$ cat src/rtl/mchan_pkg.sv
package mchan_pkg;

    localparam int DATA_W = 8;
    localparam int ADDR_W = 4;
    localparam int EOC_W = 12;
    localparam int M_W = 8;
    localparam int EOC_HI_W = EOC_W - DATA_W;

    // ************************************************************
    // Register map
    // ************************************************************
    localparam logic [ADDR_W-1:0] A_MODE_CTRL = 4'h0;
    localparam logic [ADDR_W-1:0] A_M4_RX = 4'h1;
    localparam logic [ADDR_W-1:0] A_M4_TX = 4'h2;
    localparam logic [ADDR_W-1:0] A_M56_RX = 4'h3;
    localparam logic [ADDR_W-1:0] A_VERIFIED = 4'h4;
    localparam logic [ADDR_W-1:0] A_EOC_HI = 4'h5;
    localparam logic [ADDR_W-1:0] A_EOC_LO = 4'h6;
    localparam logic [ADDR_W-1:0] A_LINK_STATUS = 4'h7;
    localparam logic [ADDR_W-1:0] A_LINK_CTRL = 4'h8;
    localparam logic [ADDR_W-1:0] A_IRQ_EN = 4'h9;
    localparam logic [ADDR_W-1:0] A_M4_OPT = 4'ha;
    localparam logic [ADDR_W-1:0] A_M56_TX = 4'hb;

    // ************************************************************
    // Fields
    // ************************************************************
    localparam int EOC_CTRL_LSB = 6;
    localparam int M4_CTRL_LSB = 4;
    localparam int M56_CTRL_LSB = 2;
    localparam int ST_SYNC = 1;
    localparam int CT_CUST_EN = 0;
    localparam int CT_DEACT_REQ = 2;
    localparam int IE_M56 = 0;
    localparam int IE_M4 = 1;
    localparam int IE_EOC = 2;
    localparam int OPT_M4_TRINAL = 0;
    localparam int VS_ACT = 2;
    localparam int VS_DEA = 1;
    localparam int M4_ACT = 7;
    localparam int M4_DEA = 6;
    localparam logic [M_W-1:0] M4_TRINAL_MASK = 8'hf0;

    localparam logic [1:0] CTRL_VERIFY = 2'h0;
    localparam logic [1:0] CTRL_DUAL = 2'h1;
    localparam logic [1:0] CTRL_DELTA = 2'h2;
    localparam logic [1:0] CTRL_EVERY = 2'h3;
    localparam logic [1:0] EOC_AUTO = 2'h1;
    localparam logic [1:0] HIST_FULL = 2'h2;

    localparam logic [DATA_W-1:0] MODE_CTRL_RST = 8'h00;
    localparam logic [M_W-1:0] M56_TX_RST = 8'hff;
    localparam logic [M_W-1:0] M4_TX_RST = 8'hff;
    localparam logic [EOC_W-1:0] EOC_TX_RST = 12'hfff;

    typedef enum logic [1:0] {
        FILT_DUAL = 2'h0,
        FILT_DELTA = 2'h1,
        FILT_EVERY = 2'h2,
        FILT_TRINAL = 2'h3
    } filt_mode_t;

    typedef enum logic [2:0] {
        LS_ACTIVE = 3'b001,
        LS_DEACT = 3'b010,
        LS_WARM = 3'b100
    } link_state_t;

    typedef struct packed {
        logic sync;
        logic eoc_valid;
        logic [EOC_W-1:0] eoc;
        logic sf_end;
        logic [M_W-1:0] m4;
        logic [M_W-1:0] m56;
    } rx_frame_t;

    typedef struct packed {
        logic [ADDR_W-1:0] addr;
        logic [DATA_W-1:0] wdata;
        logic wr;
        logic rd;
    } reg_req_t;

endpackage : mchan_pkg

$ cat src/rtl/maint_channel.sv
module maint_channel (
    // Clock and reset
    input wire logic clk,
    input wire logic reset,
    // Register port
    input wire mchan_pkg::reg_req_t bus,
    output logic [mchan_pkg::DATA_W-1:0] rdata,
    // Deframer side
    input wire mchan_pkg::rx_frame_t rx,
    // Framer and system timing
    input wire logic eoc_tx_boundary,
    input wire logic sf_tx_boundary,
    input wire logic pcm_frame_sync,
    input wire logic nt_mode,
    input wire logic activation_attempt,
    // Framer side
    output logic [mchan_pkg::EOC_W-1:0] eoc_tx_word,
    output logic [mchan_pkg::M_W-1:0] m4_tx_byte,
    output logic [mchan_pkg::M_W-1:0] m56_tx_byte,
    // Events
    output logic eoc_irq,
    output logic m4_irq,
    output logic m5_m6_irq,
    output logic eoc_cmd_valid,
    output logic [mchan_pkg::EOC_W-1:0] eoc_cmd,
    // Line state
    output logic data_transparent,
    output logic deact_request,
    output logic warm_start
);
    localparam int DW = mchan_pkg::DATA_W;
    localparam int EW = mchan_pkg::EOC_W;
    localparam int MW = mchan_pkg::M_W;
    localparam int HW = mchan_pkg::EOC_HI_W;

    // ************************************************************
    // Helpers
    // ************************************************************
    function automatic mchan_pkg::filt_mode_t m_mode(
        input logic [1:0] ctrl
    );
        mchan_pkg::filt_mode_t m;
        m = mchan_pkg::FILT_EVERY;
        unique case (ctrl)
            mchan_pkg::CTRL_VERIFY: m = mchan_pkg::FILT_DUAL;
            mchan_pkg::CTRL_DUAL: m = mchan_pkg::FILT_DUAL;
            mchan_pkg::CTRL_DELTA: m = mchan_pkg::FILT_DELTA;
            mchan_pkg::CTRL_EVERY: m = mchan_pkg::FILT_EVERY;
        endcase
        return m;
    endfunction : m_mode

    function automatic logic hit_addr(
        input logic [mchan_pkg::ADDR_W-1:0] a,
        input logic [mchan_pkg::ADDR_W-1:0] want,
        input logic strobe
    );
        return strobe && (a == want);
    endfunction : hit_addr

    // ************************************************************
    // Host registers
    // ************************************************************
    logic [DW-1:0] mode_ctrl_r;
    logic [DW-1:0] link_ctrl_r;
    logic [DW-1:0] irq_en_r;
    logic [DW-1:0] m4_opt_r;
    logic [HW-1:0] eoc_hi_r;
    logic [1:0] eoc_ctrl;
    logic [1:0] m4_ctrl;
    logic [1:0] m56_ctrl;
    logic m4_trinal;
    logic eoc_auto;

    assign eoc_ctrl = mode_ctrl_r[mchan_pkg::EOC_CTRL_LSB +: 2];
    assign m4_ctrl = mode_ctrl_r[mchan_pkg::M4_CTRL_LSB +: 2];
    assign m56_ctrl = mode_ctrl_r[mchan_pkg::M56_CTRL_LSB +: 2];
    assign m4_trinal = m4_opt_r[mchan_pkg::OPT_M4_TRINAL];
    assign eoc_auto = nt_mode && (eoc_ctrl == mchan_pkg::EOC_AUTO);

    always_ff @(posedge clk) begin
        if (reset) begin
            mode_ctrl_r <= mchan_pkg::MODE_CTRL_RST;
            link_ctrl_r <= '0;
            irq_en_r <= '0;
            m4_opt_r <= '0;
            eoc_hi_r <= '0;
        end else begin
            if (hit_addr(bus.addr, mchan_pkg::A_MODE_CTRL, bus.wr)) begin
                mode_ctrl_r <= bus.wdata;
            end
            if (hit_addr(bus.addr, mchan_pkg::A_LINK_CTRL, bus.wr)) begin
                link_ctrl_r <= bus.wdata;
            end
            if (hit_addr(bus.addr, mchan_pkg::A_IRQ_EN, bus.wr)) begin
                irq_en_r <= bus.wdata;
            end
            if (hit_addr(bus.addr, mchan_pkg::A_M4_OPT, bus.wr)) begin
                m4_opt_r <= bus.wdata;
            end
            if (hit_addr(bus.addr, mchan_pkg::A_EOC_HI, bus.wr)) begin
                eoc_hi_r <= bus.wdata[HW-1:0];
            end
        end
    end

    // ************************************************************
    // Receive filters
    // ************************************************************
    logic m_frame;
    logic e_frame;
    logic lost;
    logic [EW-1:0] eoc_rx;
    logic eoc_upd;
    logic [MW-1:0] m4_mode_held;
    logic [MW-1:0] m4_tri_held;
    logic m4_mode_upd;
    logic m4_tri_upd;
    logic [MW-1:0] m4_mode_mask;
    logic [MW-1:0] m4_rx;
    logic m4_upd;
    logic [MW-1:0] m56_rx;
    logic m56_upd;
    mchan_pkg::filt_mode_t eoc_mode;

    // Frames outside sync never reach a filter
    assign m_frame = rx.sync && rx.sf_end;
    assign e_frame = rx.sync && rx.eoc_valid;
    assign lost = !rx.sync;
    assign eoc_mode = (eoc_ctrl == mchan_pkg::CTRL_EVERY)
        ? mchan_pkg::FILT_EVERY : mchan_pkg::FILT_TRINAL;

    // M1-M3 as one word, M4-M6 as overhead bytes
    match_filter #(.W(EW), .RESET_VAL('0)) eoc_filt (
        .clk(clk),
        .reset(reset),
        .restart(lost),
        .frame_valid(e_frame),
        .rx_data(rx.eoc),
        .mask({EW{1'b1}}),
        .mode(eoc_mode),
        .held(eoc_rx),
        .upd(eoc_upd)
    );

    assign m4_mode_mask = m4_trinal ? ~mchan_pkg::M4_TRINAL_MASK
                                    : {MW{1'b1}};

    match_filter #(.W(MW), .RESET_VAL('1)) m4_filt (
        .clk(clk),
        .reset(reset),
        .restart(lost),
        .frame_valid(m_frame),
        .rx_data(rx.m4),
        .mask(m4_mode_mask),
        .mode(m_mode(m4_ctrl)),
        .held(m4_mode_held),
        .upd(m4_mode_upd)
    );

    match_filter #(.W(MW), .RESET_VAL('1)) m4_tri_filt (
        .clk(clk),
        .reset(reset),
        .restart(lost),
        .frame_valid(m_frame && m4_trinal),
        .rx_data(rx.m4),
        .mask(mchan_pkg::M4_TRINAL_MASK),
        .mode(mchan_pkg::FILT_TRINAL),
        .held(m4_tri_held),
        .upd(m4_tri_upd)
    );

    // Trinal positions come from their own checker, the rest by mode
    assign m4_rx = m4_trinal
        ? ((m4_tri_held & mchan_pkg::M4_TRINAL_MASK)
           | (m4_mode_held & ~mchan_pkg::M4_TRINAL_MASK))
        : m4_mode_held;
    assign m4_upd = m4_mode_upd || (m4_trinal && m4_tri_upd);

    // Same modes as M4, never verified
    match_filter #(.W(MW), .RESET_VAL('1)) m56_filt (
        .clk(clk),
        .reset(reset),
        .restart(lost),
        .frame_valid(m_frame),
        .rx_data(rx.m56),
        .mask({MW{1'b1}}),
        .mode(m_mode(m56_ctrl)),
        .held(m56_rx),
        .upd(m56_upd)
    );

    // ************************************************************
    // Verification and automatic eoc
    // ************************************************************
    logic v_act_r;
    logic v_dea_r;

    // Act verified in either role, dea only at the network end;
    // dea is active low on the line, so a 0 verifies it
    always_ff @(posedge clk) begin
        if (reset) begin
            v_act_r <= 1'b0;
            v_dea_r <= 1'b0;
        end else if (m4_ctrl != mchan_pkg::CTRL_VERIFY) begin
            v_act_r <= 1'b0;
            v_dea_r <= 1'b0;
        end else if (m4_upd) begin
            v_act_r <= m4_rx[mchan_pkg::M4_ACT];
            v_dea_r <= nt_mode && !m4_rx[mchan_pkg::M4_DEA];
        end
    end

    // The decoded message is acted on only after a trinal update
    always_ff @(posedge clk) begin
        if (reset) begin
            eoc_cmd_valid <= 1'b0;
            eoc_cmd <= '0;
        end else begin
            eoc_cmd_valid <= eoc_upd && eoc_auto;
            if (eoc_upd && eoc_auto) begin
                eoc_cmd <= eoc_rx;
            end
        end
    end

    // ************************************************************
    // Transmit words
    // ************************************************************
    logic eoc_host_load;
    logic [EW-1:0] eoc_host_word;
    logic [MW-1:0] m4_staged;
    logic [MW-1:0] m56_staged;

    // In automatic mode the processor echoes the message and host
    // writes to the eoc word are held back from the framer
    assign eoc_host_load = eoc_auto ? eoc_cmd_valid
        : hit_addr(bus.addr, mchan_pkg::A_EOC_LO, bus.wr);
    assign eoc_host_word = eoc_auto ? eoc_cmd
        : {eoc_hi_r, bus.wdata};

    tx_word_stage #(.W(EW), .RESET_VAL(mchan_pkg::EOC_TX_RST)) eoc_tx (
        .clk(clk),
        .reset(reset),
        .load(eoc_host_load),
        .wdata(eoc_host_word),
        .boundary(eoc_tx_boundary),
        .staged(),
        .word(eoc_tx_word)
    );

    tx_word_stage #(.W(MW), .RESET_VAL(mchan_pkg::M4_TX_RST)) m4_tx (
        .clk(clk),
        .reset(reset),
        .load(hit_addr(bus.addr, mchan_pkg::A_M4_TX, bus.wr)),
        .wdata(bus.wdata),
        .boundary(sf_tx_boundary),
        .staged(m4_staged),
        .word(m4_tx_byte)
    );

    tx_word_stage #(.W(MW), .RESET_VAL(mchan_pkg::M56_TX_RST)) m56_tx (
        .clk(clk),
        .reset(reset),
        .load(hit_addr(bus.addr, mchan_pkg::A_M56_TX, bus.wr)),
        .wdata(bus.wdata),
        .boundary(sf_tx_boundary),
        .staged(m56_staged),
        .word(m56_tx_byte)
    );

    // ************************************************************
    // Update interrupts
    // ************************************************************
    always_ff @(posedge clk) begin
        if (reset) begin
            eoc_irq <= 1'b0;
            m4_irq <= 1'b0;
            m5_m6_irq <= 1'b0;
        end else begin
            eoc_irq <= eoc_upd && irq_en_r[mchan_pkg::IE_EOC];
            m4_irq <= m4_upd && irq_en_r[mchan_pkg::IE_M4];
            m5_m6_irq <= m56_upd && irq_en_r[mchan_pkg::IE_M56];
        end
    end

    // ************************************************************
    // Transparency and deactivation
    // ************************************************************
    logic cust_en;
    logic deact_cause;
    mchan_pkg::link_state_t ls_r;

    assign cust_en = link_ctrl_r[mchan_pkg::CT_CUST_EN];

    // Taken on the pcm frame, so a host enable does not wait for
    // the next superframe
    always_ff @(posedge clk) begin
        if (reset) begin
            data_transparent <= 1'b0;
        end else if (pcm_frame_sync) begin
            data_transparent <= v_act_r || cust_en;
        end
    end

    assign deact_cause = nt_mode
        && (v_dea_r || link_ctrl_r[mchan_pkg::CT_DEACT_REQ]);

    always_ff @(posedge clk) begin
        if (reset) begin
            ls_r <= mchan_pkg::LS_ACTIVE;
        end else begin
            unique case (ls_r)
                mchan_pkg::LS_ACTIVE: begin
                    if (deact_cause) begin
                        ls_r <= mchan_pkg::LS_DEACT;
                    end
                end
                mchan_pkg::LS_DEACT: begin
                    if (lost) begin
                        ls_r <= mchan_pkg::LS_WARM;
                    end
                end
                mchan_pkg::LS_WARM: begin
                    if (activation_attempt) begin
                        ls_r <= mchan_pkg::LS_ACTIVE;
                    end
                end
                default: begin
                    ls_r <= mchan_pkg::LS_ACTIVE;
                end
            endcase
        end
    end

    always_ff @(posedge clk) begin
        if (reset) begin
            deact_request <= 1'b0;
            warm_start <= 1'b0;
        end else begin
            deact_request <= (ls_r == mchan_pkg::LS_DEACT)
                || (ls_r == mchan_pkg::LS_ACTIVE && deact_cause);
            warm_start <= (ls_r == mchan_pkg::LS_WARM)
                || (ls_r == mchan_pkg::LS_DEACT);
        end
    end

    // ************************************************************
    // Read port
    // ************************************************************
    logic [DW-1:0] rd_mux;
    logic [DW-1:0] status;
    logic [DW-1:0] verified;

    assign status = {{(DW-1){1'b0}}, rx.sync} << mchan_pkg::ST_SYNC;
    assign verified = ({{(DW-1){1'b0}}, v_act_r} << mchan_pkg::VS_ACT)
        | ({{(DW-1){1'b0}}, v_dea_r} << mchan_pkg::VS_DEA);

    always_comb begin
        rd_mux = '0;
        unique case (bus.addr)
            mchan_pkg::A_MODE_CTRL: rd_mux = mode_ctrl_r;
            mchan_pkg::A_M4_RX: rd_mux = m4_rx;
            mchan_pkg::A_M4_TX: rd_mux = m4_staged;
            mchan_pkg::A_M56_RX: rd_mux = m56_rx;
            mchan_pkg::A_VERIFIED: rd_mux = verified;
            mchan_pkg::A_EOC_HI: rd_mux = {{(DW-HW){1'b0}}, eoc_rx[EW-1:DW]};
            mchan_pkg::A_EOC_LO: rd_mux = eoc_rx[DW-1:0];
            mchan_pkg::A_LINK_STATUS: rd_mux = status;
            mchan_pkg::A_LINK_CTRL: rd_mux = link_ctrl_r;
            mchan_pkg::A_IRQ_EN: rd_mux = irq_en_r;
            mchan_pkg::A_M4_OPT: rd_mux = m4_opt_r;
            mchan_pkg::A_M56_TX: rd_mux = m56_staged;
            default: rd_mux = '0;
        endcase
    end

    // Read data stand the cycle after each cycle that rd is high; zero otherwise
    always_ff @(posedge clk) begin
        if (reset) begin
            rdata <= '0;
        end else if (bus.rd) begin
            rdata <= rd_mux;
        end else begin
            rdata <= '0;
        end
    end

endmodule : maint_channel

$ cat src/rtl/match_filter.sv
module match_filter #(
    parameter int W = 8,
    parameter logic [W-1:0] RESET_VAL = '1
) (
    // Clock and reset
    input wire logic clk,
    input wire logic reset,
    // Received frames
    input wire logic restart,
    input wire logic frame_valid,
    input wire logic [W-1:0] rx_data,
    input wire logic [W-1:0] mask,
    input wire mchan_pkg::filt_mode_t mode,
    // Filtered register
    output logic [W-1:0] held,
    output logic upd
);
    logic [W-1:0] prev1_r;
    logic [W-1:0] prev2_r;
    logic [W-1:0] held_r;
    logic [W-1:0] take;
    logic [1:0] depth_r;
    logic hit;

    always_comb begin
        take = mask;
        hit = 1'b0;
        unique case (mode)
            mchan_pkg::FILT_DUAL: begin
                take = mask & ~(rx_data ^ prev1_r) & (rx_data ^ held_r);
                hit = (depth_r != 2'h0) && (take != '0);
            end
            mchan_pkg::FILT_DELTA: begin
                hit = (depth_r != 2'h0)
                    && (((rx_data ^ prev1_r) & mask) != '0);
            end
            mchan_pkg::FILT_EVERY: begin
                hit = 1'b1;
            end
            mchan_pkg::FILT_TRINAL: begin
                hit = (depth_r == mchan_pkg::HIST_FULL)
                    && ((((rx_data ^ prev1_r) | (rx_data ^ prev2_r))
                        & mask) == '0)
                    && (((rx_data ^ held_r) & mask) != '0);
            end
        endcase
    end

    // Stale frames from before a sync loss never count
    always_ff @(posedge clk) begin
        if (reset || restart) begin
            depth_r <= 2'h0;
            prev1_r <= '0;
            prev2_r <= '0;
        end else if (frame_valid) begin
            prev1_r <= rx_data;
            prev2_r <= prev1_r;
            if (depth_r != mchan_pkg::HIST_FULL) begin
                depth_r <= depth_r + 2'h1;
            end
        end
    end

    always_ff @(posedge clk) begin
        if (reset) begin
            held_r <= RESET_VAL;
            upd <= 1'b0;
        end else begin
            upd <= frame_valid && hit;
            if (frame_valid && hit) begin
                held_r <= (held_r & ~take) | (rx_data & take);
            end
        end
    end

    assign held = held_r;

endmodule : match_filter

$ cat src/rtl/tx_word_stage.sv
module tx_word_stage #(
    parameter int W = 8,
    parameter logic [W-1:0] RESET_VAL = '1
) (
    // Clock and reset
    input wire logic clk,
    input wire logic reset,
    // Host side
    input wire logic load,
    input wire logic [W-1:0] wdata,
    // Framer side
    input wire logic boundary,
    output logic [W-1:0] staged,
    output logic [W-1:0] word
);
    logic [W-1:0] stage_r;
    logic [W-1:0] word_r;
    logic pend_r;

    // A write landing on the boundary waits for the next one, so the
    // framer never sees a half-changed frame
    always_ff @(posedge clk) begin
        if (reset) begin
            stage_r <= RESET_VAL;
            pend_r <= 1'b0;
        end else if (load) begin
            stage_r <= wdata;
            pend_r <= 1'b1;
        end else if (boundary) begin
            pend_r <= 1'b0;
        end
    end

    always_ff @(posedge clk) begin
        if (reset) begin
            word_r <= RESET_VAL;
        end else if (boundary && pend_r && !load) begin
            word_r <= stage_r;
        end
    end

    assign staged = stage_r;
    assign word = word_r;

endmodule : tx_word_stage

$ cat config.mk
export PLATFORM = sky130hd
export DESIGN_NAME = maint_channel
export DESIGN_NICKNAME = d
export VERILOG_FILES = /design/src/rtl/mchan_pkg.sv /design/src/rtl/maint_channel.sv /design/src/rtl/match_filter.sv /design/src/rtl/tx_word_stage.sv
export SDC_FILE = /design/constraint.sdc
export NUM_CORES = 1
export LEC_CHECK = 0
export BUFFER_PORTS_ARGS = -buffer_cell sky130_fd_sc_hd__buf_2
export CAP_MARGIN = 10
export CORE_UTILIZATION = 45
export CTS_BUF_LIST = sky130_fd_sc_hd__clkbuf_16
export CTS_CLUSTER_SIZE = 8
export DETAILED_ROUTE_END_ITERATION = 6
export SETUP_SLACK_MARGIN = 0.02
export SLEW_MARGIN = 10
export SYNTH_ARGS = -nofsm -noshare
export SYNTH_HDL_FRONTEND = slang
export SYNTH_SLANG_ARGS = --single-unit
$ cat constraint.sdc
create_clock -name clk -period 4.64 [get_ports clk]
set_input_delay 0.232 -clock clk [delete_from_list [all_inputs] [get_ports clk]]
set_output_delay 0.232 -clock clk [all_outputs]
set_load 0.01 [all_outputs]
==> metrics, run 1 <==
status complete, no violations; CP Capture Type flip-flop; Post-Place Cells 1466; RePlAce Congestion 0.8962; design area ~0.012 mm²; DR WL/cell 17.39 µm; CTS sink cnt 219; Gate Count Post-Synth 1149; area growth from synthesis to layout 16.09%; DRT iter0 DRCs around 540; Layout Cells excl Fill 1521; Mean Syn Cell Area approximately 8.7 µm²; Syn Nets 1207; DRC errors left 0; reported max-cap violation count 0; Skew-Pair Late Insertion Delay 0.56 ns; clk buf depth 3; placed inst area 0.01055 mm²; die width 150.9 µm; largest net degree at the start of global routing 80; Crit Path Category flip-flop to flip-flop; Seq/Total Area, Yosys 0.4392; Final setup viols 0; Syn. warnings 0; # rows 54; number of enable flip-flop cells after synthesis 0; Required @ worst endpoint 5.07 ns; largest area contributor in the synthesized netlist dfxtp_1; R2R depth 5; synthesized flop and latch total 219; top-area cell type share of the netlist area 0.4392; vias in the first global route 7689; Synth area leaders dfxtp_1, mux2i_1, nand2_1; reg2reg start m4_opt_r[0]; htree depth 1; first-pass GRT wire length about 42000 µm; I/O pins 107; post-synthesis async set-or-reset flop share 0; final hold vios 0; crit path cell chain inv_1 -> a2111oi_0 -> a311o_1 -> a21oi_1 -> a2111o_1; layout cell share with drive strength beyond 1 0.1378; Final min period roughly 2.6 ns; start point of the critical path m4_opt_r[0]; Slew headroom 0.3989; hpwl dp 17920 µm; fin crit share 0.5655; PwrDens between 300 and 400 mW/mm²; fin. max-slew vios 0; CTS tree yes; Vias 8409; Hold Path Class input port to flip-flop; Worst path max stage delay a little over 0.8 ns; final wirelength about 26000 µm; diode count 0; CP max FO 16; final core utilization 0.5327; Root Buffer clkbuf_16; Worst path top cell family by delay compound AO/OA/AOI/OAI gates; FF-to-FF setup slack 2.02 ns; Layout Skew 0.01232 ns; IO buf count 106; post-CTS sizing 0; total grt overflow 0; core area 0.02176 mm²; Final TNS setup 0 ns; Worst Path Buf+Inv 1; Yosys cell types 63; Final Power 0.004239 W; final net count between 1k and 1.5k; Worst VDD drop 251.0 µV; drt first pass iters 6; RSZ-0062 raised after global routing false; GRT Overall Usage 0.2326; Max Freq 381.1 MHz; clock slew at reported path FFs 0.05 ns; die area 0.02278 mm²; CP arrival 3.06 ns; Post-Syn Area 0.009983 mm²; Die H 150.9 µm; Pleak roughly 4.5 nW; worst-margin pin slew 0.8968 ns; Initial Utilization 0.4589; CTS Buf Count 31; critical path depth 5; Worst path slowest cell dfxtp_1; post-route ant nets 0; Worst setup SP type flip-flop; antenna violations before repair 0; Via density 5.529; Synth Flop Type dfxtp_1
cells in the mapped netlist (6+ instances only):
| master | n |
|---|---|
| nand4_1 | 11 |
| nand3_1 | 52 |
| a221oi_1 | 6 |
| mux2_2 | 8 |
| o2111ai_1 | 9 |
| nor2b_1 | 7 |
| nor3_1 | 17 |
| buf_1 | 8 |
| buf_2 | 10 |
| or3_1 | 10 |
| and3_1 | 14 |
| o22ai_1 | 16 |
| clkbuf_1 | 46 |
| inv_1 | 14 |
| ha_1 | 6 |
| dfxtp_1 | 219 |
| xnor2_1 | 36 |
| nand2b_1 | 16 |
| o21ai_0 | 39 |
| a21oi_1 | 42 |
| a31oi_1 | 11 |
| mux2i_1 | 135 |
| nand2_1 | 193 |
| nor2_1 | 136 |
report_power, final:
group,internal (W),switching (W),total (W)
Combinational,0.000119,0.000182,0.000301
Clock,0.00122,0.000783,0.00201
Sequential,0.00191,0.0000235,0.00193
per-stage QoR:
step / hold slack, ns / worst slack [ns]
finish: 0.01489 / 2.016
global route: 0.02252 / 1.758
CTS: 0.003139 / 1.773
detailed placement: 0.4312 / 1.641
global placement: 0.4314 / 1.701
floorplan: 0.3276 / 2.652
per-layer routing:
layer,up-vias,track usage,share of wire,wire length (µm)
met5,-,0,0,0
met4,0,0.05200,0.018,474
met3,37,0.03253,0.056,1475
met2,251,0.3897,0.47,12540
met1,3933,0.3159,0.45,11960
li1,4188,-,-,-
flip-flops by register name, summed over array words and instances (netlist names), 12 cells and up, named ones only:
name / count
eoc_cmd: 12
eoc_filt.held: 12
eoc_filt.prev1_r: 12
eoc_filt.prev2_r: 12
eoc_tx.staged: 12
eoc_tx.word: 12
placed cells by master, fill, tap and decap left out, types with 7 or more instances in the layout:
cell / n
dfxtp_1: 219
nand2_1: 192
nor2_1: 135
mux2i_1: 135
buf_2: 106
nand3_1: 52
a21oi_1: 42
o21ai_0: 39
xnor2_1: 36
clkbuf_16: 31
dlygate4sd3_1: 21
nor3_1: 17
nand2b_1: 16
o22ai_1: 16
inv_1: 15
and3_1: 14
a31oi_1: 11
nand4_1: 11
or3_1: 10
o2111ai_1: 9
mux2_2: 8
nor2b_1: 7
cell type report:
class	instances	area (µm²)
fillers	2078	10170
multi-input cells	838	5176
flip-flops and latches	219	4384
repair buffers	133	785.8
clock buffers	31	775.7
well taps	280	350.3
inverters	17	63.81
clock inverters	3	53.80
cell families after synthesis:
logic type | count (synthesis) | synth area share
xor gates and xnor gates | 36 | 0.03158
adders and majority gates | 6 | 0.007520
buffers and inverters | 92 | 0.04286
AOI/OAI and AO/OA | 172 | 0.1136
DFF | 219 | 0.4392
muxes | 148 | 0.1557
and+or+nand+nor | 476 | 0.2097
worst min-delay path by stage:
stage	startpoint	endpoint	slack [ns]	depth (start not counted)
2_1_floorplan	pcm_frame_sync	data_transparent	0.33	1
3_3_place_gp	pcm_frame_sync	data_transparent	0.43	2
3_5_place_dp	pcm_frame_sync	data_transparent	0.43	2
4_1_cts	rx[10]	m4_filt.prev1_r[2]	0.003	3
5_1_grt	rx[5]	m56_filt.prev1_r[5]	0.02	3
6_report	rx[10]	m4_filt.prev1_r[2]	0.01	3
repair_timing:
| item | CTS | global route |
|---|---|---|
| setup buffers | 0 | 0 |
| endpoints found under the setup margin | 0 | 0 |
| hold endpoints to repair | 29 | 0 |
| hold buffers | 21 | 0 |
tightest hold or removal path, cell delays in order:
cell,delay (ns)
buf_2,0.13
mux2i_1,0.08
nor2_1,0.08
(Power assumes the default switching activity.)
==> run 2, diff against run 1 <==
Settings changed: ABC_AREA set to 1.
Clock period 4.64 ns to 2.55 ns, I/O delays scaled along.
==> run 2 against run 1 <==
- cell count grew 17%
- worst setup slack got worse by 1.3 ns
- design area up 1.7%
- die area down 2.6%
- routed wire length increased by 1.4%
- count of clock-buffer cells in the layout unchanged
- synthesized area shrank 2.6%
- maximum frequency increased by 47%
- largest power group is now registers
==> metrics, run 2 <==
Root Buffer clkbuf_16; GRT Overall Usage 0.2422; busiest grt layer met2; met3 Use GR 0.02661; largest net degree at the start of global routing 46; met1 Track Usage GR 0.3492; layout cell share with drive strength beyond 1 0.1226; final core utilization 0.5589; CP max FO 12; fin crit share 0.7014; antenna violations before repair 0; Seq/Total Area, Yosys 0.4508; Final TNS setup 0 ns; RSZ-0062 raised after global routing false; Via density 5.219; # rows 53; I/O pins 107; Pleak ~5.4 nW; number of enable flip-flop cells after synthesis 0; fin. max-slew vios 0; die width ~150 µm; drt first pass iters 5; CP arrival 2.18 ns; DRT iter0 DRCs ~660; Crit Path Category flip-flop to flip-flop; FILL cells roughly 2.1k; clk buf depth 3; status complete, no violations; Worst setup SP type flip-flop; die area 0.02220 mm²; Initial Utilization 0.4611; Die H 149 µm; largest area contributor in the synthesized netlist dfxtp_1; RePlAce Congestion ~0.86; Post-CTS Setup Bufs 0; final hold vios 0; Yosys cell types 43; synth cell count leaders nand2_1, dfxtp_1, inv_1, a21oi_1, o21ai_0; met2 global-route usage 0.3765; clock slew at reported path FFs 0.05 ns; DR WL/cell 15.11 µm; Final setup viols 0; most frequent cell after synthesis nand2_1; diode count 0; area growth from synthesis to layout 21.19%; total grt overflow 0; reported max-cap violation count 0; commonest non-fill, non-tap cell in the layout nand2_1; vias in the first global route 8471; top-area cell type share of the netlist area 0.4508; post-synthesis async set-or-reset flop share 0; Synth area leaders dfxtp_1, nand2_1, a21oi_1; Syn Nets 1408; Syn. warnings 0; Slew headroom 0.5596; commonest cells after routing, fill and taps aside nand2_1, dfxtp_1, inv_1; CTS sink cnt around 220; Required @ worst endpoint roughly 3.0 ns; Hold Path Class input port to flip-flop; Synth Flop Type dfxtp_1; CTS Buf Count 31; synthesized flop and latch total 219; DRC errors left 0; final net count around 1.6k; Final min period 1.789 ns; Post-Syn Area 0.009724 mm²; Layout Skew 0.02133 ns; core area around 0.021 mm²; CTS tree yes; post-route ant nets 0; Mean Syn Cell Area slightly above 7 µm²; Hold WS 0.04490 ns; final wirelength around 27000 µm; htree depth 1; Skew-Pair Late Insertion Delay 0.55 ns; CP Capture Type flip-flop; IO buf count 106; worst-margin pin slew 0.6590 ns; Final Power 0.007685 W; Gate Count Post-Synth 1350; Vias 9269; first-pass GRT wire length 43110 µm; PwrDens 652.1 mW/mm²; Max Freq 559.1 MHz; Worst VDD drop slightly above 500 µV; hpwl dp about 19000 µm
## run 2: per-layer routing
layer,wire [µm],vias up
li1,-,4781
met2,11480,250
met4,800,0
met1,13210,4184
met5,0,-
met3,1341,54
## run 2: where the power goes
group / total, W / internal [W] / switching, W
logic: 0.000642 / 0.000229 / 0.000413
registers: 0.00354 / 0.00350 / 0.0000366
clock network: 0.00351 / 0.00211 / 0.00140
## run 2: logic make-up (layout without fill, tap and decap cells)
family	after synthesis	after routing	synth area share
fa+ha+maj	6	6	0.007720
flops	219	219	0.4508
xor+xnor	12	12	0.01081
buf+inv	234	385	0.09560
mux	1	1	0.001029
compound gates	345	345	0.1970
simple gates	533	533	0.2370
## run 2: layout make-up
class	count	area [µm²]	share of cell area
timing repair buffer	176	1189	0.1009
clock buffer	31	775.7	0.06582
clock inverter	2	16.27	0.001380
multi-input combinational	897	4413	0.3745
sequential	219	4384	0.3720
tap	275	344.1	0.02920
inverter	176	663.1	0.05627
## run 2: stage by stage
step / worst slack (ns) / area (µm²) / instances
final: 0.7614 / 11790 / 1776
after CTS: 0.7489 / 11790 / 1776
after detailed placement: 0.6428 / 10460 / 1690
after global routing: 0.5095 / 11790 / 1776
after global placement: 0.6907 / 10460 / 1690
after floorplan: 0.9967 / 9724 / 1350
## run 2: repair_timing
item	4_1_cts	5_1_grt
resized for setup	0	0
setup endpoints to repair	0	0
hold buffers	53	0
endpoints found under the hold margin	94	0
## run 2: critical path, cell delays in order, from the launching register on
cell and delay, ns:
dfxtp_1 0.51, inv_2 0.20, nor2_4 0.26, inv_2 0.12, nor2_1 0.15, nand4_2 0.22, nand2_1 0.12, o211ai_1 0.08
## run 2: final timing paths
check	slack, ns	from	endpoint	depth (start not counted)
worst max-delay path	0.76	m4_opt_r[0]	m4_tri_filt.held[5]	7
worst min-delay path	0.04	rx[16]	m56_filt.prev1_r[5]	3
worst max register to register	0.76	m4_opt_r[0]	m4_tri_filt.held[5]	7
worst min register to register	0.43	m56_filt.upd	m5_m6_irq	2
==> run 3, diff against run 2 <==
Settings changed: ABC_AREA 1 to 0, PLACE_DENSITY set to 0.66.
Clock period 2.55 ns to 1.62 ns, I/O delays scaled along.
==> run 3 against run 2 <==
- the flow now finishes with violations (negative setup slack)
- routed wire length rose by 6.7%
- cell count down 5.3%
- maximum frequency down 3.2%
- hold slack worse by 0.033 ns
- clock power is 64% higher
- die area up 2.6%
- global-route usage is 0.34 points higher
- core utilization rose by 5.3 points
- clock skew shrank 0.0087 ns
- non-clock buffer count up 114
==> metrics, run 3 (same netlist as run 1, synthesis figures left out) <==
DRT iter0 DRCs between 700 and 800; Slew headroom 0.6260; clock slew at reported path FFs 0.05 ns; hold path startpoint rx[9]; final net count 1457; Required @ worst endpoint around 2 ns; Initial Utilization 0.4589; failing checks negative setup slack; CTS sink cnt between 200 and 250; Crit Path Category flip-flop to flip-flop; DRC errors left 0; pre-CTS WS -0.2503 ns; met2 global-route usage 0.4023; busiest grt layer met2; Final Power 0.01245 W; die width 150.9 µm; Worst VDD drop 818.0 µV; CP arrival 2.29 ns; reported max-cap violation count 0; fin crit share 1.140; die area ~0.023 mm²; Worst setup SP type flip-flop; drt first pass iters 5; largest net degree at the start of global routing just over 60; worst-margin pin slew 0.5610 ns; htree depth 1; Hold Path Class input port to flip-flop; fin. max-slew vios 0; sequential group share of total power 0.444; PwrDens 935.3 mW/mm²; core area 0.02176 mm²; IO buf count 106; met1 Track Usage GR 0.3266; Final setup viols 33; Worst Slack Setup Final -0.2276 ns; Skew-Pair Late Insertion Delay ~0.55 ns; # rows 54; Pleak 5.420 nW; layout cell share with drive strength beyond 1 0.2814; area growth from synthesis to layout 33.28%; Via density 5.450; Net Sw Frac 0.2374; clk buf depth 3; vias in the first global route 8517; commonest cells after routing, fill and taps aside dfxtp_1, nand2_1, mux2i_1; hpwl dp 19650 µm; CTS tree yes; Vias 9161; GRT Overall Usage 0.2456; DR WL/cell 17.04 µm; Layout Skew 0.01265 ns; Die H 150.9 µm; CTS Buf Count 31; Hold WS between 0.01 and 0.015 ns; first-pass GRT wire length 44230 µm; final hold vios 0; final wirelength between 20000 and 30000 µm; RePlAce Congestion 0.9408; post-route ant nets 0; RSZ-0062 raised after global routing true; Logic pwr share 0.093; I/O pins 107; Net Sw Power 0.002955 W; Clk pwr share 0.463; Final min period 1.848 ns; Internal 0.009490 W; CP Capture Type flip-flop; CP max FO 7; total grt overflow 0; commonest non-fill, non-tap cell in the layout dfxtp_1; Max Freq ~540 MHz; antenna violations before repair 1; Root Buffer clkbuf_16; FILL cells 1889; met3 Use GR 0.04006; status finished, violations left
run 3: cell types whose count changed in the layout (fill, tap and decap cells not counted), sizes merged, moves of 12 or more:
cell and change:
inv -157, mux2i +134, buf +126, nand2 -117
o21ai -92, a21oi -88, nor2 +53, o211ai -40
nand3 -34, xnor2 +24, nand4 -21, nand2b +16
and3 +14, dlygate4sd3 -12
run 3: worst paths after layout:
kind / to / slack (ns) / cells after the start
worst max-delay path: flip-flop / -0.23 / 6
worst min-delay path: flip-flop / 0.01 / 5
worst max register to register: flip-flop / -0.23 / 6
worst min register to register: eoc_tx.word[8] / 0.45 / 2
run 3: timing repair:
action,CTS,global route
hold buffers,41,0
hold endpoints to repair,118,0
cloned,2,1
setup endpoints to repair,50,63
buffers inserted,3,7
resized for setup,33,80
pin swaps,18,16
run 3: critical path, cell delays in order, from the launching register on:
cell	delay, ns
dfxtp_1	0.38
nand2b_1	0.09
o22ai_2	0.17
a2111oi_4	0.08
a311o_2	0.48
and2_4	0.19
a2111o_1	0.35
run 3: stage by stage:
step,util,cells,area (µm²),setup TNS (ns)
2_1_floorplan,-,1149,10040,-2.320
3_3_place_gp,0.5320,1592,11570,-6.190
3_5_place_dp,0.5320,1592,11570,-7.914
4_1_cts,0.5951,1672,12950,-4.445
5_1_grt,0.6115,1680,13300,-7.411
6_report,0.6116,1681,13310,-4.111
run 3: final cells by class:
type,count,area (µm²),area share
diodes,1,2.502,0.0001881
clock buffers,31,775.7,0.05830
repair buffers,290,2085,0.1567
inverters,17,63.81,0.004796
clock inverters,3,53.80,0.004044
flip-flops and latches,219,4432,0.3331
multi-input cells,840,5543,0.4166
well taps,280,350.3,0.02633
run 3: layer usage:
layer,share of wire,wire length (µm),vias up
li1,-,-,4508
met1,0.44,12640,4334
met2,0.47,13450,261
met3,0.057,1642,58
met4,0.032,910,0
met5,0,0,-
run 3: power by group through the flow:
stage	registers, W	logic (W)	clock network [W]
floorplan	0.00562	0.000589	0
global placement	0.00563	0.000966	0
detailed placement	0.00563	0.000977	0
CTS	0.00552	0.00108	0.00587
global route	0.00552	0.00125	0.00609
finish	0.00552	0.00115	0.00577
